### config.mk
export PLATFORM = sky130hd
export DESIGN_NAME = dual_down_counter_timer
export DESIGN_NICKNAME = d
export VERILOG_FILES = /design/src/logic/dual_down_counter_timer.v
export VERILOG_INCLUDE_DIRS = /design/src /design/src/shared
export SDC_FILE = /design/constraint.sdc
export NUM_CORES = 1
export LEC_CHECK = 0
export BUFFER_PORTS_ARGS = -buffer_cell sky130_fd_sc_hd__buf_4
export CORE_MARGIN = 2
export CORE_UTILIZATION = 53
export CTS_BUF_LIST = sky130_fd_sc_hd__clkbuf_4 sky130_fd_sc_hd__clkbuf_8
export DETAILED_ROUTE_END_ITERATION = 8
export GPL_TIMING_DRIVEN = 0
export PLACE_DENSITY = 0.77
export SYNTH_ARGS = -nofsm -noshare
export SYNTH_HDL_FRONTEND = slang
export SYNTH_SLANG_ARGS = --single-unit
### constraint.sdc
create_clock -name core_clk_i -period 4.27 [get_ports core_clk_i]
set_input_delay 0 -clock core_clk_i [delete_from_list [all_inputs] [get_ports core_clk_i]]
set_output_delay 0 -clock core_clk_i [all_outputs]
set_load 0.05 [all_outputs]
### src/shared/counter_timer_consts.vh
// constants for the dual down-counter timer block
`ifndef COUNTER_TIMER_CONSTS_VH
`define COUNTER_TIMER_CONSTS_VH

// register offsets (byte addresses on the 4-bit register port)
`define CT_ADDR_W 4
`define CT_OFS_LOW 4'hc
`define CT_OFS_MID 4'hd
`define CT_OFS_HIGH 4'he
`define CT_OFS_CMD 4'hf

// counter widths
`define CT_C0_W 24
`define CT_C1_W 16

// command bit positions
`define CT_CMD_SEL 7
`define CT_CMD_LATCH 6
`define CT_CMD_GATE_OFF 5
`define CT_CMD_GATE_ON 4
`define CT_CMD_COUNT_OFF 3
`define CT_CMD_COUNT_ON 2
`define CT_CMD_LOAD 1
`define CT_CMD_ZERO 0

// decoded operation codes
`define CT_OP_NONE 3'h0
`define CT_OP_LATCH 3'h1
`define CT_OP_GATE_OFF 3'h2
`define CT_OP_GATE_ON 3'h3
`define CT_OP_COUNT_OFF 3'h4
`define CT_OP_COUNT_ON 3'h5
`define CT_OP_LOAD 3'h6
`define CT_OP_ZERO 3'h7

// identity fields, values arbitrary
`define CT_BOARD_ID 4'h3
`define CT_LOGIC_REV 4'h1

// reset values
`define CT_BYTE_RST 8'h00
`define CT_C0_RST 24'h000000
`define CT_C1_RST 16'h0000

// count step and pin drive levels
`define CT_C0_STEP 24'h000001
`define CT_C1_STEP 16'h0001
`define CT_PIN_RST 4'h0
`define CT_PIN_OE_ROUTED 4'h8
`define CT_PIN_SPARE 3'h0
`define CT_DIO_SPARE 1'b0

`endif
### src/logic/dual_down_counter_timer.v
// dual down-counter timer: 24-bit and 16-bit counters with byte registers
//
// Overview of operation
// - low byte write fills shared holding register only
// - mid holding byte loads bits 15..8
// - counter zero 24 bits, counter one 16
// - high holding byte loads counter zero only
// - data reads return latched snapshot bytes
// - counter one latch keeps high snapshot byte
// - command bit seven selects target counter
// - highest set command bit of 6..0 wins alone
// - command changes only its own setting
// - latch copies count into snapshot bytes
// - gating on: count only while gate high
// - gating off: gate input ignored
// - counting on: decrement per input pulse
// - counting off: input pulses ignored
// - load copies holding bytes into counter
// - zero clears count, enables kept
// - command offset read gives identity, revision
// - routing select one maps counter pins
`timescale 1ns/1ps
`default_nettype none
`include "counter_timer_consts.vh"

module dual_down_counter_timer (
	// clock and reset
	input wire core_clk_i,
	input wire reset_i,
	// register port
	input wire [3:0] reg_addr_i,
	input wire [7:0] reg_wdata_i,
	input wire reg_wr_i,
	input wire reg_rd_i,
	output reg [7:0] reg_rdata_o,
	// counter pulse inputs, one cycle high per pulse
	input wire counter_zero_pulse_i,
	input wire counter_one_pulse_in_i,
	// shared pins: routing select and raw pin levels
	input wire pin_routing_select_i,
	input wire counter_zero_gate_in_i,
	input wire counter_one_gate_in_i,
	input wire counter_one_pin_pulse_i,
	// digital port lines when pins are not routed to counters
	output reg [3:0] dio_in_o,
	input wire [3:0] dio_out_i,
	input wire [3:0] dio_oe_i,
	// pin drive toward shared pins
	output reg [3:0] pin_out_o,
	output reg [3:0] pin_oe_o,
	// counter state visible outside
	output reg [23:0] counter_zero_value_o,
	output reg [15:0] counter_one_value_o,
	output reg counter_zero_out_o
);

	// highest set bit of 6..0 picks the single operation
	function [2:0] decode_op;
		input [7:0] cmd;
		begin
			if (cmd[`CT_CMD_LATCH])
				decode_op = `CT_OP_LATCH;
			else if (cmd[`CT_CMD_GATE_OFF])
				decode_op = `CT_OP_GATE_OFF;
			else if (cmd[`CT_CMD_GATE_ON])
				decode_op = `CT_OP_GATE_ON;
			else if (cmd[`CT_CMD_COUNT_OFF])
				decode_op = `CT_OP_COUNT_OFF;
			else if (cmd[`CT_CMD_COUNT_ON])
				decode_op = `CT_OP_COUNT_ON;
			else if (cmd[`CT_CMD_LOAD])
				decode_op = `CT_OP_LOAD;
			else if (cmd[`CT_CMD_ZERO])
				decode_op = `CT_OP_ZERO;
			else
				decode_op = `CT_OP_NONE;
		end
	endfunction

	// true when a command write aims this operation at this counter
	function cmd_hits;
		input wr;
		input sel;
		input want_sel;
		input [2:0] cmd_op;
		input [2:0] want_op;
		begin
			cmd_hits = wr && (sel == want_sel) && (cmd_op == want_op);
		end
	endfunction

	// a pulse counts only if enabled and the gate, when used, is high
	function step_ok;
		input pulse;
		input count_en;
		input gate_en;
		input gate;
		begin
			step_ok = pulse && count_en && (!gate_en || gate);
		end
	endfunction

	// terminal count of counter zero, shown on its output pin
	function c0_is_zero;
		input [23:0] value;
		begin
			c0_is_zero = (value == `CT_C0_RST);
		end
	endfunction

	// holding bytes written by software
	reg [7:0] hold_low_q;
	reg [7:0] hold_low_d;
	reg [7:0] hold_mid_q;
	reg [7:0] hold_mid_d;
	reg [7:0] hold_high_q;
	reg [7:0] hold_high_d;
	// snapshot bytes returned on data reads
	reg [7:0] snap_low_q;
	reg [7:0] snap_low_d;
	reg [7:0] snap_mid_q;
	reg [7:0] snap_mid_d;
	reg [7:0] snap_high_q;
	reg [7:0] snap_high_d;
	// counts and their enables
	reg [23:0] count0_q;
	reg [23:0] count0_d;
	reg [15:0] count1_q;
	reg [15:0] count1_d;
	reg count_en0_q;
	reg count_en0_d;
	reg count_en1_q;
	reg count_en1_d;
	reg gate_en0_q;
	reg gate_en0_d;
	reg gate_en1_q;
	reg gate_en1_d;
	// next values of the registered outputs
	reg [7:0] rdata_d;
	reg [3:0] dio_in_d;
	reg [3:0] pin_out_d;
	reg [3:0] pin_oe_d;
	reg c0_out_d;
	// decoded command strobes and qualified steps
	wire cmd_wr;
	wire [2:0] op;
	wire sel1;
	wire load0;
	wire load1;
	wire zero0;
	wire zero1;
	wire latch0;
	wire latch1;
	wire counter_zero_gate_in;
	wire counter_one_gate_in;
	wire pulse1;
	wire step0;
	wire step1;

	// command decode: target counter and single operation
	assign cmd_wr = reg_wr_i && (reg_addr_i == `CT_OFS_CMD);
	assign op = decode_op(reg_wdata_i);
	assign sel1 = reg_wdata_i[`CT_CMD_SEL];

	// one strobe per counter and operation, never two at once
	assign load0 = cmd_hits(cmd_wr, sel1, 1'b0, op, `CT_OP_LOAD);
	assign load1 = cmd_hits(cmd_wr, sel1, 1'b1, op, `CT_OP_LOAD);
	assign zero0 = cmd_hits(cmd_wr, sel1, 1'b0, op, `CT_OP_ZERO);
	assign zero1 = cmd_hits(cmd_wr, sel1, 1'b1, op, `CT_OP_ZERO);
	assign latch0 = cmd_hits(cmd_wr, sel1, 1'b0, op, `CT_OP_LATCH);
	assign latch1 = cmd_hits(cmd_wr, sel1, 1'b1, op, `CT_OP_LATCH);

	// gate pins feed counters only when routed, else gates read low; counter one takes its pin pulse when routed, else its pulse input
	assign counter_zero_gate_in = pin_routing_select_i & counter_zero_gate_in_i;
	assign counter_one_gate_in = pin_routing_select_i & counter_one_gate_in_i;
	assign pulse1 = pin_routing_select_i ? counter_one_pin_pulse_i :
		counter_one_pulse_in_i;

	// decrement qualified by count enable and optional gate
	assign step0 = step_ok(counter_zero_pulse_i, count_en0_q, gate_en0_q,
		counter_zero_gate_in);
	assign step1 = step_ok(pulse1, count_en1_q, gate_en1_q,
		counter_one_gate_in);

	// holding registers take data writes only
	always @* begin
		hold_low_d = hold_low_q;
		hold_mid_d = hold_mid_q;
		hold_high_d = hold_high_q;
		if (reg_wr_i) begin
			if (reg_addr_i == `CT_OFS_LOW)
				hold_low_d = reg_wdata_i;
			if (reg_addr_i == `CT_OFS_MID)
				hold_mid_d = reg_wdata_i;
			if (reg_addr_i == `CT_OFS_HIGH)
				hold_high_d = reg_wdata_i;
		end
	end

	// holding byte flops
	always @(posedge core_clk_i or posedge reset_i) begin
		if (reset_i) begin
			hold_low_q <= `CT_BYTE_RST;
			hold_mid_q <= `CT_BYTE_RST;
			hold_high_q <= `CT_BYTE_RST;
		end else begin
			hold_low_q <= hold_low_d;
			hold_mid_q <= hold_mid_d;
			hold_high_q <= hold_high_d;
		end
	end

	// enables: each command touches one flag of one counter only
	always @* begin
		count_en0_d = count_en0_q;
		count_en1_d = count_en1_q;
		gate_en0_d = gate_en0_q;
		gate_en1_d = gate_en1_q;
		if (cmd_wr) begin
			case (op)
				`CT_OP_GATE_OFF: begin
					if (sel1)
						gate_en1_d = 1'b0;
					else
						gate_en0_d = 1'b0;
				end
				`CT_OP_GATE_ON: begin
					if (sel1)
						gate_en1_d = 1'b1;
					else
						gate_en0_d = 1'b1;
				end
				`CT_OP_COUNT_OFF: begin
					if (sel1)
						count_en1_d = 1'b0;
					else
						count_en0_d = 1'b0;
				end
				`CT_OP_COUNT_ON: begin
					if (sel1)
						count_en1_d = 1'b1;
					else
						count_en0_d = 1'b1;
				end
				default: begin
				end
			endcase
		end
	end

	// enable flops, all off after reset
	always @(posedge core_clk_i or posedge reset_i) begin
		if (reset_i) begin
			count_en0_q <= 1'b0;
			count_en1_q <= 1'b0;
			gate_en0_q <= 1'b0;
			gate_en1_q <= 1'b0;
		end else begin
			count_en0_q <= count_en0_d;
			count_en1_q <= count_en1_d;
			gate_en0_q <= gate_en0_d;
			gate_en1_q <= gate_en1_d;
		end
	end

	// counter zero: load or clear beat a pulse in the same cycle
	always @* begin
		count0_d = count0_q;
		if (load0)
			count0_d = {hold_high_q, hold_mid_q, hold_low_q};
		else if (zero0)
			count0_d = `CT_C0_RST;
		else if (step0)
			count0_d = count0_q - `CT_C0_STEP;
	end

	// counter one: high holding byte unused
	always @* begin
		count1_d = count1_q;
		if (load1)
			count1_d = {hold_mid_q, hold_low_q};
		else if (zero1)
			count1_d = `CT_C1_RST;
		else if (step1)
			count1_d = count1_q - `CT_C1_STEP;
	end

	// count flops, wrap from zero comes from the subtraction
	always @(posedge core_clk_i or posedge reset_i) begin
		if (reset_i) begin
			count0_q <= `CT_C0_RST;
			count1_q <= `CT_C1_RST;
		end else begin
			count0_q <= count0_d;
			count1_q <= count1_d;
		end
	end

	// snapshot bytes captured by latch command
	always @* begin
		snap_low_d = snap_low_q;
		snap_mid_d = snap_mid_q;
		snap_high_d = snap_high_q;
		if (latch0) begin
			snap_low_d = count0_q[7:0];
			snap_mid_d = count0_q[15:8];
			snap_high_d = count0_q[23:16];
		end else if (latch1) begin
			snap_low_d = count1_q[7:0];
			snap_mid_d = count1_q[15:8];
		end
	end

	// snapshot flops
	always @(posedge core_clk_i or posedge reset_i) begin
		if (reset_i) begin
			snap_low_q <= `CT_BYTE_RST;
			snap_mid_q <= `CT_BYTE_RST;
			snap_high_q <= `CT_BYTE_RST;
		end else begin
			snap_low_q <= snap_low_d;
			snap_mid_q <= snap_mid_d;
			snap_high_q <= snap_high_d;
		end
	end

	// read data one cycle after strobe, zero otherwise
	always @* begin
		rdata_d = `CT_BYTE_RST;
		if (reg_rd_i) begin
			case (reg_addr_i)
				`CT_OFS_LOW: rdata_d = snap_low_q;
				`CT_OFS_MID: rdata_d = snap_mid_q;
				`CT_OFS_HIGH: rdata_d = snap_high_q;
				`CT_OFS_CMD: rdata_d = {`CT_BOARD_ID, `CT_LOGIC_REV};
				default: rdata_d = `CT_BYTE_RST;
			endcase
		end
	end

	// pin routing: bits 0..2 inputs for counters, bit 3 counter output
	always @* begin
		dio_in_d = {`CT_DIO_SPARE, counter_one_pin_pulse_i,
			counter_one_gate_in_i, counter_zero_gate_in_i};
		c0_out_d = c0_is_zero(count0_q);
		if (pin_routing_select_i) begin
			pin_out_d = {c0_is_zero(count0_q), `CT_PIN_SPARE};
			pin_oe_d = `CT_PIN_OE_ROUTED;
		end else begin
			pin_out_d = dio_out_i;
			pin_oe_d = dio_oe_i;
		end
	end

	// every output leaves straight from a flop
	always @(posedge core_clk_i or posedge reset_i) begin
		if (reset_i) begin
			reg_rdata_o <= `CT_BYTE_RST;
			pin_out_o <= `CT_PIN_RST;
			pin_oe_o <= `CT_PIN_RST;
			dio_in_o <= `CT_PIN_RST;
			counter_zero_out_o <= 1'b0;
			counter_zero_value_o <= `CT_C0_RST;
			counter_one_value_o <= `CT_C1_RST;
		end else begin
			reg_rdata_o <= rdata_d;
			pin_out_o <= pin_out_d;
			pin_oe_o <= pin_oe_d;
			dio_in_o <= dio_in_d;
			counter_zero_out_o <= c0_out_d;
			counter_zero_value_o <= count0_q;
			counter_one_value_o <= count1_q;
		end
	end

endmodule
`default_nettype wire

## After elaboration in Yosys (flattened, before gate mapping)

Cells that the tools add are included.

- Output and inout port bits: 61
- Logic and storage cells: 103
- Input port bits: 30
- Register bits after elaboration: 152

- Mux-type cells: 30
- Add/sub/neg operators: 2
- Bitwise logic cells: 3
- Reductions and logical operators: 30
- Equality and inequality tests: 19

Operators by type and width:

| kind | count |
|---|---|
| $mux W24 | 3 |
| $mux W16 | 3 |
| $mux W8 | 5 |
| $pmux W8 S4 | 1 |
| $logic_not A24 Y1 | 1 |
| $sub A24 B1 Y24 const B | 1 |
| $mux W3 | 7 |
| $eq A4 B4 Y1 const B | 4 |
| $ne A2 B2 Y1 const B | 8 |
| $reduce_and A4 Y1 | 4 |
| $sub A16 B1 Y16 const B | 1 |
| $logic_and A1 B1 Y1 | 13 |
| $eq A3 B3 Y1 const B | 4 |
| $mux W4 | 2 |
| $pmux W1 S2 | 4 |
| $eq A3 B2 Y1 const B | 2 |
| $reduce_and A2 Y1 | 3 |
| $reduce_bool A2 Y1 | 3 |
| $reduce_bool A3 Y1 | 2 |
| $mux W1 | 5 |
| $eq A3 B1 Y1 const B | 1 |
| $and A1 B1 Y1 | 2 |
| $logic_not A1 Y1 | 2 |
| $logic_or A1 B1 Y1 | 2 |
| $not A1 Y1 | 1 |

## Longest topological paths before layout

Gate-level depths: netlist (run 1).

- Depth in word-level cells: 11
- Mapped depth: 8
- Depth with buffers taken out: 7

## Worst setup path after synthesis (run 1)

Ideal clock, no wire load.

- Path kind: reg2reg
- From: reg count0_q[0], in the netlist c0_is_zero.value[0]
- To: reg count0_q[16], in the netlist c0_is_zero.value[16]
- Data required time: 4,149 ps
- Arrival: 1,814 ps
- Stages on the path, launching flop included: 8
- Path slack: 2,335 ps
- Buffers on the path: 0
- Library setup time: 121 ps
- Clock period less this slack: 1,935 ps
- Cells stage by stage: dfrtp_1 > inv_1 > ha_1 > or4b_1 > nor3_2 > nand2_1 > xnor2_1 > a22o_1

- Cells in the longest elaborated chain, start to end: 4

Ends and longest elaborated chain:

| item | line | text |
|---|---|---|
| from (decl) | dual_down_counter_timer.v:126 | `reg [23:0] count0_q;` |
| from (signal assigned) | dual_down_counter_timer.v:291 | `` count0_q <= `CT_C0_RST; `` |
| from (signal assigned) | dual_down_counter_timer.v:294 | `count0_q <= count0_d;` |
| $sub A24 B1 Y24 (no source line) | - |  |
| $mux W24 | dual_down_counter_timer.v:273 | `else if (step0)` |
| $mux W24 | dual_down_counter_timer.v:271 | `else if (zero0)` |
| $mux W24 | dual_down_counter_timer.v:269 | `if (load0)` |

Every way passes these cells. The select of a mux whose other input is x is not followed.
A chain may end at the register's enable or synchronous reset.

## Worst setup path in the final report (run 1)

Same ends and word-level chain as after synthesis.

==> metrics.cfg, run 1 <==
[job]
drv_cap = 0

[status]
outcome = completed

[cts]
clockBufferDepth = 2
cts_tree = done
path_clk_slew_ns = 0.08
post_cts_resized = 0
clock_latency_ns = 0.45
cts_made_buffers = 17
post-cts-setup-buffers = 0
cts_max_level = 4
cts_root_buffer = clkbuf_8
hold_buffers = 26
cts_sinks = 152

[synth]
async_reset_ff_frac = 1.000
yosys_warnings = 0
synth_nets = 593
synth_edf_count = 0
seq_area_frac_synth = 0.5808
synth_flop_cell = dfrtp_1
synthCells = 560
avgSynthCellArea_um2 = 11.69
ys_types = 57
synth_seq_cells = 152
syn-cell-area_um2 = 6549

[global_routing]
grt_max_degree = 106
grt_pass1_vias = 4972
grt_antenna_before_repair = 0
grt_overflow = 0
grt_usage = 0.2656
grt_pass1_wl_mm = 26.39

[floorplanning]
die_x_um = 115.2
die_area_um2 = 13260
rows = 40
initial_core_util = 0.5429
core_area_um2 = 12060
fp.dieH_um = 115.2
ios = 91

[route]
vias = 4975
antenna_left = 0
drc = 0
drtIter0Drc = 417
dr.pass1.iters = 5
routed_via_density = 5.705
drt_wl_total_mm = 16.62
routedWlPerCell_um = 19.06

[final_layout]
post-route-util = 0.6745
final_nets = 726
stdcell_area_um2 = 8135
layout.cells.non_filler = 872
antenna_cells = 0
drive_gt1_frac = 0.2642
area_growth_pct = 24.23

[sta]
fin_hold_ws_ns = 0.03469
setup_slack_ns = 1.799
fin_tns_setup_ns = 0
slew_violations = 0
finClkSkew_ns = 0.01270
timing.fmax_mhz = 404.6
relSlewSlack = 0.4193
worst_slew_pin_slew_ns = 0.8664
setup_viol = 0
rsz0062_at_grt = no
fin_crit_sh = 0.5788
period_needed_ns = 2.471
timing.final.hold_violations = 0

[setup_path]
worstSetupStartpointType = flop
cp.arrival_ns = 2.80
endpoint_kind = flop
critPathKind = reg2reg
path_max_fanout = 7
crit_required_ns = 4.60

[pwr]
p_total_mw = 4.335
vdd_ir_drop_max_mv = 0.2682
power.density_nw_per_um2 = 532.9
cellLeakagePower_nw = 3.814

[placement]
gp_congestion = 0.9012
dp.cells = 816
placed_area_um2 = 7445
port_buffers = 87
dpl.hpwl_mm = 11.51
place_ws_ns = 1.888

[worst_hold_path]
holdCritPathClass = in2reg

[cell usage after synthesis, types with 2 or more instances]
master | count | area (um^2)
a2bb2oi_1 | 3 | 26.28
buf_6 | 3 | 33.78
and3b_1 | 2 | 17.52
and2_1 | 5 | 31.28
nand4b_1 | 3 | 26.28
a211oi_1 | 3 | 22.52
inv_1 | 12 | 45.04
or3_1 | 2 | 12.51
and4_1 | 2 | 17.52
clkbuf_1 | 11 | 41.29
nor3b_1 | 2 | 15.01
and3_1 | 3 | 18.77
nor3_1 | 15 | 75.07
a21oi_1 | 53 | 265.3
o211ai_1 | 2 | 15.01
mux2_2 | 34 | 382.9
dfrtp_1 | 152 | 3804
nor4_1 | 3 | 18.77
a22o_1 | 4 | 35.03
nand3b_1 | 5 | 37.54
xnor2_1 | 8 | 70.07
nor3_4 | 2 | 32.53
buf_1 | 2 | 7.510
nor2b_1 | 11 | 68.82
nor2_1 | 46 | 172.7
mux2i_1 | 23 | 230.2
o21ai_0 | 20 | 100.1
or3_4 | 2 | 22.52
nor3_2 | 3 | 30.03
buf_4 | 2 | 15.01
nand2b_1 | 3 | 18.77
nor4_4 | 2 | 42.54
or4_1 | 2 | 15.01
xor2_1 | 26 | 227.7
ha_1 | 3 | 37.54
buf_2 | 11 | 55.05
nand2_1 | 16 | 60.06
and4b_1 | 2 | 20.02
nand3_1 | 28 | 140.1
nand4_1 | 12 | 75.07
[cells by family after synthesis]
| kind of cell | Yosys count | share of synthesized area |
|---|---|---|
| compound gates | 95 | 0.08617 |
| simple gates | 176 | 0.1567 |
| mux | 57 | 0.09362 |
| fa+ha+maj | 3 | 0.005732 |
| buf+inv | 42 | 0.03095 |
| other cells | 1 | 0.0005726 |
| xor+xnor | 34 | 0.04547 |
| flops | 152 | 0.5808 |
[registers in the layout, indices dropped and copies added, names as in the netlist]
name and flops:
reg_rdata_o 8, hold_high_q 8, snap_mid_q 8, snap_high_q 8, counter_zero_out_o 1, gate_en1_q 1
counter_zero_value_o 24, hold_mid_q 8, pin_out_o 4, pin_oe_o 4, counter_one_value_o 16, count_en0_q 1
count1_q 16, count_en1_q 1, hold_low_q 8, snap_low_q 8, dio_in_o 3, c0_is_zero.value 24
gate_en0_q 1
[cell type report]
type | instances | area (um^2)
Tap cell | 168 | 210.2
Fill cell | 919 | 3926
Multi-Input combinational cell | 366 | 2542
Timing Repair Buffer | 114 | 940.9
Inverter | 12 | 50.05
Buffer | 30 | 157.7
Sequential cell | 152 | 3804
Clock inverter | 8 | 146.4
Clock buffer | 22 | 284.0
[power breakdown]
| group | total (mW) | internal (mW) | switching [mW] |
|---|---|---|---|
| sequential | 1.97 | 1.70 | 0.266 |
| combinational | 1.18 | 0.439 | 0.743 |
| clock | 1.18 | 0.680 | 0.504 |
| total | 4.33 | 2.82 | 1.51 |
[critical path, stage by stage, from the launching register on]
cell     delay, ns
dfrtp_1       0.44
inv_1         0.11
ha_1          0.32
or4b_1        0.57
nor3_2        0.41
nand2_1       0.12
xnor2_1       0.15
a22o_1        0.23
[metal layers]
metal | share of wire | track usage | vias to the layer above
met2 | 0.49 | 0.4392 | 218
li1 | - | - | 2239
met5 | 0 | 0 | -
met4 | 0.025 | 0.09639 | 0
met3 | 0.052 | 0.04850 | 36
met1 | 0.43 | 0.3544 | 2482
[placed cells by master, fill, tap and decap left out, drive strengths merged, types with 4 or more instances in the layout]
cell	instances
and2	5
or3	4
nand2	16
mux2	34
buf	106
bufinv	4
inv	12
a21oi	53
nor2	46
xnor2	8
dlygate4sd3	26
nand3b	5
o21ai	21
nor2b	11
xor2	26
nand3	29
nor4	5
clkbuf	34
mux2i	23
a22o	4
nand4	12
dfrtp	152
nor3	20
[path summary, 6_finish.rpt]
check	from	slack, ns	depth (start not counted)	to
worst min register to register	c0_is_zero.value[21]	0.46	0	counter_zero_value_o[21]
max in group asynchronous	reset_i	3.30	4	count1_q[10]
worst max register to register	c0_is_zero.value[0]	1.80	7	c0_is_zero.value[16]
worst max-delay path	c0_is_zero.value[0]	1.80	7	c0_is_zero.value[16]
min in group asynchronous	reset_i	0.11	3	counter_zero_value_o[22]
worst min-delay path	reg_addr_i[2]	0.03	3	reg_rdata_o[5]
Power figures use the tool's default switching activity.
==> inputs of run 2 (changes only) <==
- PLACE_DENSITY: 0.77 -> 0.75
- clock period: 4.27 -> 2.55 ns (I/O delays scaled with it)
==> run 2 against run 1 <==
Power grew 65%. Hold slack worse by 0.024 ns. Clock-buffer cell count is 4 lower. Sequential share of layout area is 0.19 points lower. Sequential power increased by 67%. Clock skew down 0.0033 ns. First-iteration DRC count is 7.7% lower. Register-to-register slack worse by 1.6 ns. Critical path depth unchanged. Flip-flop and latch count unchanged. Die area stayed put. Largest power group unchanged.
==> metrics.cfg, run 2 (synthesis results as in run 1) <==
[global_routing]
grt_max_degree = 45  ; -58%
grt_overflow = 0  ; unchanged
grt_antenna_before_repair = 0  ; unchanged
grt_pass1_wl_mm = 25.45  ; -3.6%
grt_usage = 0.2578  ; -0.007872
grt_pass1_vias = 4795  ; -3.6%

[final_layout]
drive_gt1_frac = 0.2669  ; +0.002745
area_growth_pct = 24.74
final_cell_mix = 152 x dfrtp_1, 89 x buf_4, 53 x a21oi_1
layout.cells.most_common = dfrtp_1
seq_area_um2 = 3804  ; unchanged
fillCellCount = 890  ; -3.2%
final_nets = 729  ; +0.41%
multi_input_area_um2 = 2549  ; +0.25%
stdcell_area_um2 = 8169  ; +0.42%
antenna_cells = 0  ; unchanged

[cts]
clock_latency_ns = 0.46  ; about the same
cts_root_buffer = clkbuf_8
cts_made_buffers = 17  ; unchanged
cts_sinks = 152  ; unchanged
post-cts-setup-buffers = 0  ; unchanged
cts_tree = done
path_clk_slew_ns = 0.08  ; about the same
clockBufferDepth = 2  ; unchanged
cts_max_level = 4  ; unchanged

[sta]
timing.fmax_mhz = 416.8  ; +3.0%
relSlewSlack = 0.3912  ; -0.02810
rsz0062_at_grt = no
setup_viol = 0  ; unchanged
slew_violations = 0  ; unchanged
worst_slew_pin_slew_ns = 0.9083  ; +0.04193 ns
fin_hold_ws_ns = 0.01022  ; -0.02447 ns
period_needed_ns = 2.399  ; -0.07214 ns
fin_crit_sh = 0.9409  ; +0.3621
timing.final.hold_violations = 0  ; unchanged
finClkSkew_ns = 0.009392  ; -0.003312 ns

[setup_path]
crit_required_ns = 2.89  ; -1.71 ns
endpoint_kind = flop
cp.arrival_ns = 2.74  ; -0.06 ns
worstSetupStartpointType = flop
path_max_fanout = 7  ; unchanged
critPathKind = reg2reg
worst-r2r-cell-count = 7  ; unchanged

[route]
routed_via_density = 5.608  ; -1.7%
wl_met1_mm = 7.087  ; -1.0%
drc = 0  ; unchanged
dr.pass1.iters = 5  ; unchanged
antenna_left = 0  ; unchanged
route.met2.wl_mm = 7.824  ; -4.3%
wl_met3_um = 771  ; -11%
highest_layer = met4
routedWlPerCell_um = 18.38  ; -3.6%
drt_wl_total_mm = 16.11  ; -3.1%
vias = 4913  ; -1.2%
drtIter0Drc = 385  ; -7.7%

[pwr]
vdd_ir_drop_max_mv = 0.5035  ; +88%
power.density_nw_per_um2 = 878.0  ; +65%
cellLeakagePower_nw = 3.827  ; +0.35%

[placement]
gp_congestion = 0.8947  ; -0.72%
port_buffers = 87  ; unchanged
placed_area_um2 = 7476  ; +0.42%
dpl.hpwl_mm = 11.42  ; -0.80%

[floorplanning]
die_area_um2 = 13260  ; unchanged
ios = 91  ; unchanged
rows = 40  ; unchanged
core_area_um2 = 12060  ; unchanged
initial_core_util = 0.5429  ; unchanged
fp.dieH_um = 115.2  ; unchanged
die_x_um = 115.2  ; unchanged

[worst_hold_path]
holdCritPathClass = in2reg
worstHoldPathCells = 3  ; unchanged

[status]
outcome = completed

[job]
drv_cap = 0  ; unchanged

-- run 2: metrics by stage --
stage,TNS (ns),util,instances,worst slack (ns),power (mW)
6_report,0,0.6773,876,0.1507,7.173
5_1_grt,0,0.6773,876,0.07095,7.501
4_1_cts,0,0.6768,876,0.1158,7.185
3_5_place_dp,0,0.6198,818,0.1313,5.243
3_3_place_gp,-25.46,0.6148,815,-0.1755,5.188
2_1_floorplan,0,-,560,0.6154,4.577
-- run 2: final cells by class --
type                    instances  area share
repair buffers                117      0.1204
flip-flops and latches        152      0.4656
multi-input cells             366      0.3120
plain buffers                  30     0.01930
well taps                     168     0.02573
clock inverters                13     0.02068
clock buffers                  18     0.03033
inverters                      12    0.005973
-- run 2: worst max-delay path, cell delays in order, from the launching register on --
cell     delay, ns
dfrtp_1       0.45
inv_1         0.11
ha_1          0.33
or4b_1        0.61
nor3_4        0.32
nand2_1       0.11
xnor2_1       0.14
a22o_1        0.23
-- run 2: worst paths after layout --
check	slack, ns	endpoint	start
worst max-delay path	0.15	c0_is_zero.value[16]	c0_is_zero.value[0]
worst min-delay path	0.01	pin_oe_o[3]	pin_routing_select_i
worst max register to register	0.15	c0_is_zero.value[16]	c0_is_zero.value[0]
worst min register to register	0.47	counter_one_value_o[15]	count1_q[15]
max in group asynchronous	1.69	counter_one_value_o[3]	reset_i
min in group asynchronous	0.22	c0_is_zero.value[15]	reset_i
-- run 2: repair_timing --
item | in CTS | in global routing
hold endpoints to repair | 71 | 0
setup endpoints to repair | 0 | 1
resized for setup | 0 | 1
hold buffers | 27 | 0
-- run 2: layer usage --
metal,vias up,track usage
met5,-,0
li1,2249,-
met3,31,0.04481
met2,158,0.4067
met4,0,0.1116
met1,2475,0.3550
-- run 2: where the power goes --
| part | total [mW] | internal (mW) | switching (mW) |
|---|---|---|---|
| combinational | 1.98 | 0.740 | 1.24 |
| clock | 1.91 | 1.00 | 0.906 |
| sequential | 3.29 | 2.85 | 0.435 |
| total | 7.17 | 4.59 | 2.58 |
==> inputs of run 3 (changes only) <==
- MAX_ROUTING_LAYER: default -> met4
==> run 3 against run 2 <==
Final area is 0.87% higher. Combinational power hardly changed. Sequential share of layout area is 0.40 points lower. Critical path type unchanged. Critical endpoint unchanged. Die area stayed put. Clock skew is 0.0024 ns higher. Hold slack better by 0.026 ns. Cell count is 0.11% higher. Highest routed layer unchanged. Clock-buffer cell count is 1 higher.
==> metrics.cfg, run 3 (synthesis results as in run 1) <==
[final_layout]
final_cell_mix = 152 x dfrtp_1, 89 x buf_4, 53 x a21oi_1
drive_gt1_frac = 0.2666  ; -0.0003765
layout.cells.non_filler = 877  ; +0.11%
layout.cells.most_common = dfrtp_1
final_nets = 730  ; +0.14%
area_growth_pct = 25.83
fillCellCount = 912  ; +2.5%
antenna_cells = 0  ; unchanged
stdcell_area_um2 = 8240  ; +0.87%

[setup_path]
critPathKind = reg2reg
worst_path_max_delay_cell = or4b_1
critPathBufInv = 1  ; unchanged
crit_required_ns = 2.90  ; about the same
critPathMaxStageDelay_ns = 0.57  ; -0.04 ns
cp.arrival_ns = 2.78  ; +0.04 ns
r2r_slack_ns = 0.12  ; -0.03 ns
path_delay_family = simple AND/OR/NAND/NOR gates
path_cells = inv_1, ha_1, or4b_1, nor3_2, nand2_1, xnor2_1, a22o_1
path_max_fanout = 7  ; unchanged
endpoint_kind = flop
worstSetupStartpointType = flop

[sta]
fin_crit_sh = 0.9539  ; +0.01299
worst_slew_pin_slew_ns = 0.8926  ; -0.01575 ns
setup_viol = 0  ; unchanged
period_needed_ns = 2.432  ; +0.03311 ns
setup_slack_ns = 0.1176  ; -0.03311 ns
slew_violations = 0  ; unchanged
finClkSkew_ns = 0.01180  ; +0.002409 ns
relSlewSlack = 0.4017  ; +0.01055
fin_hold_ws_ns = 0.03642  ; +0.02621 ns
timing.final.hold_violations = 0  ; unchanged
rsz0062_at_grt = no
timing.fmax_mhz = 411.1  ; -1.4%
fin_tns_setup_ns = 0  ; unchanged

[cts]
path_clk_slew_ns = 0.08  ; about the same
post-cts-setup-buffers = 0  ; unchanged
cts_tree = done
cts_root_buffer = clkbuf_8
clock_latency_ns = 0.46  ; about the same
cts_sinks = 152  ; unchanged
clockBufferDepth = 2  ; unchanged
cts_made_buffers = 17  ; unchanged
cts_max_level = 4  ; unchanged

[placement]
placed_area_um2 = 7476  ; unchanged
port_buffers = 87  ; unchanged
dp.cells = 818  ; unchanged
place_ws_ns = 0.1607  ; +0.02937 ns
gp_congestion = 0.9101  ; +1.7%
dpl.hpwl_mm = 11.44  ; +0.18%

[global_routing]
grt_usage = 0.2710  ; +0.01320
grt_overflow = 0  ; unchanged
grt_antenna_before_repair = 0  ; unchanged
grt_pass1_vias = 4943  ; +3.1%
grt_max_degree = 47  ; +4.4%
grt_pass1_wl_mm = 26.16  ; +2.8%

[worst_hold_path]
holdCritPathClass = in2reg

[status]
outcome = completed

[pwr]
cellLeakagePower_nw = 3.851  ; +0.62%
power.density_nw_per_um2 = 905.5  ; +3.1%
vdd_ir_drop_max_mv = 0.5370  ; +6.6%

[floorplanning]
initial_core_util = 0.5429  ; unchanged
ios = 91  ; unchanged
rows = 40  ; unchanged
die_area_um2 = 13260  ; unchanged
die_x_um = 115.2  ; unchanged
core_area_um2 = 12060  ; unchanged
fp.dieH_um = 115.2  ; unchanged

[route]
routedWlPerCell_um = 18.66  ; +1.5%
drtIter0Drc = 361  ; -6.2%
dr.pass1.iters = 5  ; unchanged
antenna_left = 0  ; unchanged
drc = 0  ; unchanged
drt_wl_total_mm = 16.36  ; +1.6%
routed_via_density = 5.566  ; -0.76%
vias = 4881  ; -0.65%

[job]
drv_cap = 0  ; unchanged

[run 3: worst register-to-register path, delay by kind of cell (launching register included)]
family | cells | cell delay, ns
AOI/OAI and AO/OA | 1 | 0.24
xor gates and xnor gates | 1 | 0.15
adders and majority gates | 1 | 0.33
buffers and inverters | 1 | 0.11
DFF | 1 | 0.45
and+or+nand+nor | 3 | 1.05
[run 3: power by group]
part,internal [mW],leakage [nW],switching (mW)
registers,2.85,1.99,0.441
clock network,1.31,0.238,0.892
logic,0.740,1.62,1.23
[run 3: final cells by class]
class | count | area (um^2) | area share
clock buffer | 19 | 261.5 | 0.03173
timing repair buffer | 118 | 993.5 | 0.1206
clock inverter | 12 | 222.7 | 0.02703
buffer | 30 | 157.7 | 0.01913
inverter | 12 | 48.80 | 0.005922
multi-input combinational | 366 | 2542 | 0.3085
tap | 168 | 210.2 | 0.02551
sequential | 152 | 3804 | 0.4616
[run 3: final timing paths]
check	startpoint	to	cells after the start
max in group asynchronous	reset_i	hold_high_q[4]	4
max reg2reg	c0_is_zero.value[0]	c0_is_zero.value[16]	7
min in group asynchronous	reset_i	snap_low_q[1]	3
min reg2reg	c0_is_zero.value[19]	counter_zero_value_o[19]	0
max	c0_is_zero.value[0]	c0_is_zero.value[16]	7
min	reg_addr_i[2]	reg_rdata_o[1]	3
[run 3: stage by stage]
stage | utilization | total power, mW
final | 0.6832 | 7.462
after global routing | 0.6832 | 7.778
after CTS | 0.6832 | 7.470
after detailed placement | 0.6198 | 5.242
after global placement | 0.6148 | 5.190
after floorplan | - | 4.577
[run 3: metal layers]
metal	global-route usage	vias up	share of wire
li1	-	2252	-
met1	0.3571	2432	0.44
met2	0.4255	171	0.49
met3	0.05640	26	0.051
met4	0.08434	0	0.018
met5	-	-	0
[run 3: repair_timing]
item / in CTS / in global routing
endpoints found under the setup margin: 0 / 0
endpoints found under the hold margin: 66 / 0
resized for setup: 0 / 0
hold buffers: 28 / 0
